===== src/idc_pkg.sv =====
// Package: constants and types for the instruction dispatch classifier
// ============================================================
// Behaviour
// RULE_01: General register operand from specifier bits 5..3
// RULE_02: Media registers: second bits 2..0, first 5..3
// RULE_03: Specifier selects register or memory decode row
// RULE_04: Mode 10b, 01b, 00b memory; 11b register
// RULE_05: Per clock: two short, one long, one vector
// RULE_06: Any two adjacent short instructions pair
// RULE_07: Media instructions short except clear and cache_instr_a
// RULE_08: Loads, stores, branch, float, media to units
// RULE_09: Plain alu either unit; alux only X
// RULE_10: Load immediate stays in control unit
// RULE_11: Two independent chains emitted as two groups; the code sets every group bit to 0
// RULE_12: Add-with-carry encodings use vector path
// RULE_13: ASCII adjust instructions use vector path
// RULE_14: Add memory destination long: load, add, store
// RULE_15: Add into register short; memory adds load
// RULE_16: Register add and accumulator add single op
// RULE_17: Valid, class, ops held while scheduler stalls
// RULE_18: Reset discards partial decode, no valid output
package idc_pkg;

    // ============================================================
    // Decode classes
    typedef enum logic [1:0] {
        IDC_CLS_NONE,
        IDC_CLS_SHORT,
        IDC_CLS_LONG,
        IDC_CLS_VECTOR
    } idc_class_t;

    // Micro-operation kinds
    typedef enum logic [3:0] {
        IDC_OP_NONE, IDC_OP_LOAD, IDC_OP_FLOAD, IDC_OP_MLOAD, IDC_OP_STORE,
        IDC_OP_FSTORE, IDC_OP_MSTORE, IDC_OP_ALU, IDC_OP_ALUX, IDC_OP_BRANCH,
        IDC_OP_FLOAT, IDC_OP_MEU, IDC_OP_LIMM
    } idc_op_t;

    // Execution units a micro-operation is steered to
    typedef enum logic [2:0] {
        IDC_UNIT_NONE, IDC_UNIT_LOAD, IDC_UNIT_STORE, IDC_UNIT_INT_ANY,
        IDC_UNIT_INT_X, IDC_UNIT_BRANCH, IDC_UNIT_FPU, IDC_UNIT_MEDIA
    } idc_unit_t;

    // ============================================================
    // Operand specifier byte fields
    localparam int IDC_MOD_HI = 7;
    localparam int IDC_MOD_LO = 6;
    localparam int IDC_REG_HI = 5;
    localparam int IDC_REG_LO = 3;
    localparam int IDC_RM_HI = 2;
    localparam int IDC_RM_LO = 0;
    localparam logic [1:0] IDC_MOD_REGISTER = 2'h3;
    localparam logic [2:0] IDC_GRP_ADC = 3'h2;
    localparam logic [2:0] IDC_GRP_ADD = 3'h0;

    // ============================================================
    // Opcodes
    localparam logic [7:0] IDC_OPC_ADD_RM8 = 8'h00;
    localparam logic [7:0] IDC_OPC_ADD_RMW = 8'h01;
    localparam logic [7:0] IDC_OPC_ADD_R8 = 8'h02;
    localparam logic [7:0] IDC_OPC_ADD_RW = 8'h03;
    localparam logic [7:0] IDC_OPC_ADD_AL = 8'h04;
    localparam logic [7:0] IDC_OPC_ADC_LO = 8'h10;
    localparam logic [7:0] IDC_OPC_ADC_HI = 8'h15;
    localparam logic [7:0] IDC_OPC_ADJ_ADD = 8'h37;
    localparam logic [7:0] IDC_OPC_ADJ_SUB = 8'h3f;
    localparam logic [7:0] IDC_OPC_ADJ_MUL = 8'hd4;
    localparam logic [7:0] IDC_OPC_ADJ_DIV = 8'hd5;
    localparam logic [7:0] IDC_OPC_ADJ_BASE = 8'h0a;
    localparam logic [7:0] IDC_OPC_GRP_I8 = 8'h80;
    localparam logic [7:0] IDC_OPC_GRP_IW = 8'h81;
    localparam logic [7:0] IDC_OPC_GRP_IS8 = 8'h83;
    localparam logic [7:0] IDC_OPC_ESCAPE = 8'h0f;
    localparam logic [7:0] IDC_OPC_FAST_CLR = 8'h0e;
    localparam logic [7:0] IDC_OPC_CACHE_INSTR_A = 8'h0d;
    localparam logic [7:0] IDC_OPC_STATE_CLR = 8'h77;

    // Micro-operation list length per instruction
    localparam int IDC_MAX_UOPS = 3;
    localparam int IDC_SLOTS = 2;

endpackage : idc_pkg


===== src/idc_classifier.sv =====
// Instruction dispatch classifier: two-slot decode of fetched instruction bytes
`timescale 1ns/10ps
`default_nettype none

module idc_classifier
    import idc_pkg::*;
(
    input wire logic i_sys_clk,
    input wire logic i_rst_n,
    // Fetch side: two adjacent instructions, three bytes each
    input wire logic [IDC_SLOTS-1:0] i_ins_valid,
    input wire logic [IDC_SLOTS-1:0][7:0] i_opc0,
    input wire logic [IDC_SLOTS-1:0][7:0] i_opc1,
    input wire logic [IDC_SLOTS-1:0][7:0] i_operand_specifier_byte,
    input wire logic [IDC_SLOTS-1:0] i_is_media,
    output logic [1:0] o_ins_taken,
    // Scheduler side
    input wire logic i_sched_ready,
    output logic [IDC_SLOTS-1:0] o_out_valid,
    output idc_class_t [IDC_SLOTS-1:0] o_class,
    output idc_op_t [IDC_SLOTS-1:0][IDC_MAX_UOPS-1:0] o_uop,
    output idc_unit_t [IDC_SLOTS-1:0][IDC_MAX_UOPS-1:0] o_unit,
    output logic [IDC_SLOTS-1:0][IDC_MAX_UOPS-1:0] o_uop_group,
    output logic [IDC_SLOTS-1:0] o_memory_form,
    output logic [IDC_SLOTS-1:0][2:0] o_word_register_operand,
    output logic [IDC_SLOTS-1:0][2:0] o_first_media_register,
    output logic [IDC_SLOTS-1:0][2:0] o_second_media_register
);

    // ============================================================
    // Reset synchroniser
    logic rst_meta_n;
    logic rst_n;

    // Released through two flops so every process leaves reset together
    always_ff @(posedge i_sys_clk or negedge i_rst_n) begin
        if (!i_rst_n) begin
            rst_meta_n <= 1'b0;
            rst_n <= 1'b0;
        end else begin
            rst_meta_n <= 1'b1;
            rst_n <= rst_meta_n;
        end
    end

    // ============================================================
    // Per-slot classification
    idc_class_t cls [IDC_SLOTS];
    idc_op_t uop [IDC_SLOTS][IDC_MAX_UOPS];
    logic [IDC_MAX_UOPS-1:0] grp [IDC_SLOTS];
    logic mem_form [IDC_SLOTS];

    // Map each micro-operation kind to its execution unit
    function automatic idc_unit_t unit_of(input idc_op_t op);
        unique case (op)
            IDC_OP_LOAD, IDC_OP_FLOAD, IDC_OP_MLOAD: unit_of = IDC_UNIT_LOAD; // RULE_08
            IDC_OP_STORE, IDC_OP_FSTORE, IDC_OP_MSTORE: unit_of = IDC_UNIT_STORE; // RULE_08
            IDC_OP_ALU: unit_of = IDC_UNIT_INT_ANY; // RULE_09
            IDC_OP_ALUX: unit_of = IDC_UNIT_INT_X; // RULE_09
            IDC_OP_BRANCH: unit_of = IDC_UNIT_BRANCH; // RULE_08
            IDC_OP_FLOAT: unit_of = IDC_UNIT_FPU; // RULE_08
            IDC_OP_MEU: unit_of = IDC_UNIT_MEDIA; // RULE_08
            IDC_OP_LIMM: unit_of = IDC_UNIT_NONE; // RULE_10
            default: unit_of = IDC_UNIT_NONE;
        endcase
    endfunction : unit_of

    genvar s;
    generate
        for (s = 0; s < IDC_SLOTS; s++) begin : g_slot
            wire logic [7:0] op0 = i_opc0[s];
            wire logic [7:0] op1 = i_opc1[s];
            wire logic [7:0] spec = i_operand_specifier_byte[s];
            wire logic [2:0] grp_field = spec[IDC_REG_HI:IDC_REG_LO];
            // Mode 11 is register form, anything else is memory form
            wire logic is_mem = spec[IDC_MOD_HI:IDC_MOD_LO] != IDC_MOD_REGISTER; // RULE_04
            wire logic is_grp = (op0 == IDC_OPC_GRP_I8) || (op0 == IDC_OPC_GRP_IW)
                || (op0 == IDC_OPC_GRP_IS8);
            wire logic is_adc = ((op0 >= IDC_OPC_ADC_LO) && (op0 <= IDC_OPC_ADC_HI))
                || (is_grp && grp_field == IDC_GRP_ADC); // RULE_12
            wire logic is_adjust = (op0 == IDC_OPC_ADJ_ADD) || (op0 == IDC_OPC_ADJ_SUB)
                || (((op0 == IDC_OPC_ADJ_MUL) || (op0 == IDC_OPC_ADJ_DIV))
                && (op1 == IDC_OPC_ADJ_BASE)); // RULE_13
            wire logic is_mem_dst = (op0 == IDC_OPC_ADD_RM8) || (op0 == IDC_OPC_ADD_RMW);
            wire logic is_reg_dst = (op0 == IDC_OPC_ADD_R8) || (op0 == IDC_OPC_ADD_RW);
            wire logic is_acc = op0 == IDC_OPC_ADD_AL;
            // Immediate group forms 80h and 83h also run on the X unit only
            wire logic byte_size = (op0 == IDC_OPC_ADD_RM8) || (op0 == IDC_OPC_ADD_R8)
                || is_acc || (op0 == IDC_OPC_GRP_I8) || (op0 == IDC_OPC_GRP_IS8);
            wire idc_op_t add_op = byte_size ? IDC_OP_ALUX : IDC_OP_ALU; // RULE_09
            // Media long-path members: state clear, fast clear, cache_instr_a
            wire logic media_long = (op0 == IDC_OPC_ESCAPE) && ((op1 == IDC_OPC_STATE_CLR)
                || (op1 == IDC_OPC_FAST_CLR) || (op1 == IDC_OPC_CACHE_INSTR_A)); // RULE_07

            // Choose class and micro-operation row from opcode and specifier
            always_comb begin
                cls[s] = IDC_CLS_VECTOR;
                uop[s][0] = IDC_OP_NONE;
                uop[s][1] = IDC_OP_NONE;
                uop[s][2] = IDC_OP_NONE;
                grp[s] = '0; // RULE_11
                mem_form[s] = is_mem; // RULE_03
                if (is_adc || is_adjust) begin
                    cls[s] = IDC_CLS_VECTOR; // RULE_12 RULE_13
                end else if (i_is_media[s]) begin
                    cls[s] = media_long ? IDC_CLS_LONG : IDC_CLS_SHORT; // RULE_07
                    uop[s][0] = media_long ? IDC_OP_NONE : IDC_OP_MEU; // RULE_08
                end else if (is_mem_dst && is_mem) begin
                    cls[s] = IDC_CLS_LONG; // RULE_14
                    uop[s][0] = IDC_OP_LOAD;
                    uop[s][1] = add_op;
                    uop[s][2] = IDC_OP_STORE;
                end else if (is_reg_dst) begin
                    cls[s] = IDC_CLS_SHORT; // RULE_15
                    uop[s][0] = is_mem ? IDC_OP_LOAD : add_op;
                    uop[s][1] = is_mem ? add_op : IDC_OP_NONE;
                end else if (is_mem_dst || is_acc) begin
                    cls[s] = IDC_CLS_SHORT; // RULE_16
                    uop[s][0] = add_op;
                end else if (is_grp && grp_field == IDC_GRP_ADD) begin
                    cls[s] = is_mem ? IDC_CLS_LONG : IDC_CLS_SHORT;
                    uop[s][0] = is_mem ? IDC_OP_LOAD : add_op;
                    uop[s][1] = is_mem ? add_op : IDC_OP_NONE;
                    uop[s][2] = is_mem ? IDC_OP_STORE : IDC_OP_NONE;
                end
            end
        end
    endgenerate

    // ============================================================
    // Decode-rate limit: pair only two shorts, else one instruction
    wire logic take0 = i_ins_valid[0];
    wire logic pair_ok = i_ins_valid[1] && (cls[0] == IDC_CLS_SHORT)
        && (cls[1] == IDC_CLS_SHORT); // RULE_05 RULE_06
    wire logic advance = i_sched_ready || (o_out_valid == '0); // RULE_17
    wire logic [IDC_SLOTS-1:0] next_valid = {take0 && pair_ok, take0}; // RULE_05

    // Fetch buffer sees how many instructions were consumed this cycle
    assign o_ins_taken = (advance && rst_n) ? {1'b0, take0} + {1'b0, next_valid[1]} : 2'h0;

    // ============================================================
    // Output register, held while the scheduler stalls
    integer k;
    always_ff @(posedge i_sys_clk or negedge rst_n) begin
        if (!rst_n) begin
            o_out_valid <= '0; // RULE_18
            o_class <= '{default: IDC_CLS_NONE};
            o_uop <= '{default: IDC_OP_NONE};
            o_unit <= '{default: IDC_UNIT_NONE};
            o_uop_group <= '0;
            o_memory_form <= '0;
            o_word_register_operand <= '0;
            o_first_media_register <= '0;
            o_second_media_register <= '0;
        end else if (advance) begin
            o_out_valid <= next_valid; // RULE_17
            for (k = 0; k < IDC_SLOTS; k++) begin
                o_class[k] <= next_valid[k] ? cls[k] : IDC_CLS_NONE;
                o_memory_form[k] <= mem_form[k];
                o_uop_group[k] <= grp[k]; // RULE_11
                o_word_register_operand[k] <=
                    i_operand_specifier_byte[k][IDC_REG_HI:IDC_REG_LO]; // RULE_01
                o_first_media_register[k] <=
                    i_operand_specifier_byte[k][IDC_REG_HI:IDC_REG_LO]; // RULE_02
                o_second_media_register[k] <=
                    i_operand_specifier_byte[k][IDC_RM_HI:IDC_RM_LO]; // RULE_02
                for (int u = 0; u < IDC_MAX_UOPS; u++) begin
                    o_uop[k][u] <= uop[k][u];
                    o_unit[k][u] <= unit_of(uop[k][u]); // RULE_08
                end
            end
        end
    end

endmodule : idc_classifier
`default_nettype wire


===== config.mk =====
export PLATFORM = sky130hd
export DESIGN_NAME = idc_classifier
export DESIGN_NICKNAME = d
export VERILOG_FILES = /design/src/idc_pkg.sv /design/src/idc_classifier.sv
export SDC_FILE = /design/constraint.sdc
export NUM_CORES = 1
export LEC_CHECK = 0
export ABC_AREA = 1
export BUFFER_PORTS_ARGS = -buffer_cell sky130_fd_sc_hd__buf_2
export CORE_ASPECT_RATIO = 0.5
export CORE_MARGIN = 1
export CORE_UTILIZATION = 47
export DETAILED_ROUTE_END_ITERATION = 6
export PLACE_DENSITY = 0.77
export SLEW_MARGIN = 5
export SYNTH_ARGS = -nofsm -noshare
export SYNTH_HDL_FRONTEND = slang
export SYNTH_SLANG_ARGS = --single-unit

===== constraint.sdc =====
create_clock -name i_sys_clk -period 2 [get_ports i_sys_clk]
set_input_delay 0.1 -clock i_sys_clk [delete_from_list [all_inputs] [get_ports i_sys_clk]]
set_output_delay 0.1 -clock i_sys_clk [all_outputs]
set_load 0.01 [all_outputs]

==> results.json <==
{
  "wl_met1_um": 3040,
  "finalSetupViolations": 0,
  "cts_tree": "done",
  "cts-root-buf": "clkbuf_16",
  "fp.dieW_um": 112,
  "final_layout_size_suffix_gt1_share_pct": 29.2,
  "fin_worst_skew_ps": 4.31,
  "powerDensity_mw_per_mm2": 710,
  "first_iter_violations": 175,
  "grtUsageTotal_pct": 21.5,
  "grt_antenna_before_repair": 0,
  "cts_buffers": 5,
  "finalPower_w": 0.00250,
  "min_period_ps": 1510,
  "rows": 19,
  "final_nets": 572,
  "tns_ps": 0,
  "reg2reg_slack_ps": 640,
  "cap_viol_max_count": 0,
  "crit_path_max_fanout": 4,
  "viasPerCell": 4.74,
  "hold_violations": 0,
  "die_y_um": 57.1,
  "first_pass_iters": 6,
  "io_buffer_count": 114,
  "wl_met3_um": 319,
  "fp.dieArea_mm2": 0.00640,
  "wl_met2_um": 3070,
  "syn_avg_cell_area_um2": 6.89,
  "post-cts-setup-buffers": 0,
  "period_share_pct": 75.4,
  "tightest_slew_ps": 537,
  "relSlewSlack_pct": 64.2,
  "path_clk_slew_ps": 60,
  "num-fill-cells": 545,
  "arrival_ps": 1410,
  "gp_congestion": 0.889,
  "vias": 2800,
  "startpoint_type": "register",
  "max_freq_ghz": 0.663,
  "htree_levels": 2,
  "grt_pass1_wl_um": 11100,
  "peakVddDrop_mv": 0.369,
  "grt_max_degree": 48,
  "hp-start": "i_operand_specifier_byte[9]",
  "wl_per_cell_um": 10.9,
  "synth_cell_types": 27,
  "critPathKind": "register to output pin",
  "synth_seq_cells": 46,
  "seqCellArea_mm2": 0.00115,
  "timing.rr.start": "o_out_valid[1]$_DFFE_PN0N_",
  "outcome": "complete, but fails checks",
  "hold_ws_ps": 12.1,
  "areaGrowthSynthToFinish_pct": 23.4,
  "cellLeakagePower_nw": 2.09,
  "clk_latency_ps": 280,
  "drv_slew": 0,
  "required_ps": 1900,
  "placed_cells": 582,
  "ios": 131,
  "holdCritPathClass": "primary input to register",
  "clockBufferDepth": 2,
  "wl_um": 6470,
  "initial_core_util_pct": 50.4,
  "multiInputGateArea_mm2": 0.00135,
  "hpwlAfterDp_um": 5090,
  "cts-resized-gates": 0,
  "netlist_area_mm2": 0.00285,
  "drcViolationCount": 7,
  "end_kind": "output pin",
  "stdcell_count": 591,
  "synth_cells": 414,
  "cts.sinks": 46,
  "drtAntennaViolNets": 0,
  "top_layer_used": "met4",
  "diodes": 0,
  "rsz0062_at_grt": "false",
  "grt_pass1_vias": 2560,
  "grt_overflow": 0,
  "coreArea_mm2": 0.00566,
  "final_util_pct": 62.2,
  "ys.warnings.count": 0,
  "violations": "design-rule violations",
  "startpoint": "o_out_valid[1]$_DFFE_PN0N_",
  "seq_area_frac_synth_pct": 40.4
}
registers in the layout (all words and copies together) (netlist names):
register                 count
o_uop                       13
o_unit                      11
o_first_media_register       6
o_second_media_register      6
o_class                      4
o_memory_form                2
o_out_valid                  2
rst_meta_n                   1
rst_n                        1
logic make-up (layout without fill, tap and decap cells):
kind of cell / Yosys count / after routing / synth area share, %
buf+inv: 79 / 168 / 14.4
simple gates: 268 / 268 / 40.9
other cells: 2 / 17 / 0.263
flops: 46 / 46 / 40.4
compound gates: 19 / 19 / 4.04
cell usage in the layout, fill, tap and decap left out:
master,synthesis,routed
nand4_1,5,5
dlygate4sd3_1,0,1
o21bai_1,1,1
nor2_2,5,5
o21ai_2,3,3
nor2_4,4,4
clkbuf_16,0,5
dfrtp_2,0,1
a21oi_1,4,4
nor2_1,41,41
inv_1,37,37
nand3_1,34,34
buf_4,30,3
or2_1,1,1
bufinv_16,0,1
dfrtp_1,46,45
buf_2,2,114
o21ai_0,5,5
conb_1,2,17
nand2_1,159,159
and2_1,1,1
clkinv_2,0,1
nor3_1,9,9
nor3b_1,1,1
nand2_2,2,2
o21ai_1,4,4
a21boi_0,1,1
inv_2,5,5
o2111ai_1,1,1
nand3_2,6,6
inv_6,0,1
final cells by class:
| type | instances | area share (%) |
|---|---|---|
| Multi-Input combinational cell | 304 | 38.2 |
| Sequential cell | 46 | 32.8 |
| Timing Repair Buffer | 118 | 17.1 |
| Inverter | 42 | 4.48 |
| Clock buffer | 5 | 3.56 |
| Tap cell | 73 | 2.60 |
| Clock inverter | 3 | 1.24 |
path summary, 6_finish.rpt:
kind                                                          endpoint  cells after the start
worst max-delay path                                    o_ins_taken[0]                      8
worst min-delay path            o_second_media_register[4]$_DFFE_PN0N_                      3
worst max register to register                  o_unit[13]$_DFFE_PN0N_                      6
worst min register to register                         rst_n$_DFF_PN0_                      0
max in group asynchronous        o_first_media_register[2]$_DFFE_PN0N_                      1
min in group asynchronous                              rst_n$_DFF_PN0_                      2
Yosys cell counts, drive strengths merged:
| master | instances | area [um2] |
|---|---|---|
| or2 | 1 | 6.26 |
| nand4 | 5 | 31.3 |
| nand3 | 40 | 230 |
| buf | 35 | 246 |
| a21oi | 4 | 20.0 |
| a21boi | 1 | 7.51 |
| nor3 | 9 | 45.0 |
| clkbuf | 2 | 7.51 |
| nor3b | 1 | 7.51 |
| nand2 | 161 | 609 |
| o21ai | 12 | 71.3 |
| o21bai | 1 | 7.51 |
| nor2 | 50 | 230 |
| o2111ai | 1 | 8.76 |
| and2 | 1 | 6.26 |
| conb | 2 | 7.51 |
| inv | 42 | 158 |
| dfrtp | 46 | 1150 |
worst max-delay path: stages (launching register included):
cell	delay [ps]
dfrtp_1	370
nand2_1	80
nand2_1	70
inv_1	70
nand2_1	60
inv_1	120
nand2_1	90
a21oi_1	120
buf_2	140
metrics by stage:
step / area [um2] / setup WS, ps
6_report: 3520 / 491
3_3_place_gp: 3340 / 587
5_1_grt: 3520 / 308
2_1_floorplan: 2910 / 222
3_5_place_dp: 3340 / 562
4_1_cts: 3520 / 484
report_power, final:
part           internal (W)  switching, W  leakage, nW
Clock              0.000591      0.000341       0.0842
Sequential          0.00101     0.0000466        0.579
Combinational      0.000185      0.000320         1.42
per-layer routing:
layer | global-route usage (%) | up-vias
li1 | - | 1442
met5 | 0 | -
met1 | 28.8 | 1263
met2 | 37.4 | 90
met4 | 5.14 | 0
met3 | 3.40 | 5
what timing repair did:
action | CTS | global route
hold buffers | 1 | 0
endpoints found under the setup margin | 0 | 0
hold endpoints to repair | 2 | 0
Power figures use the tool's default switching activity.
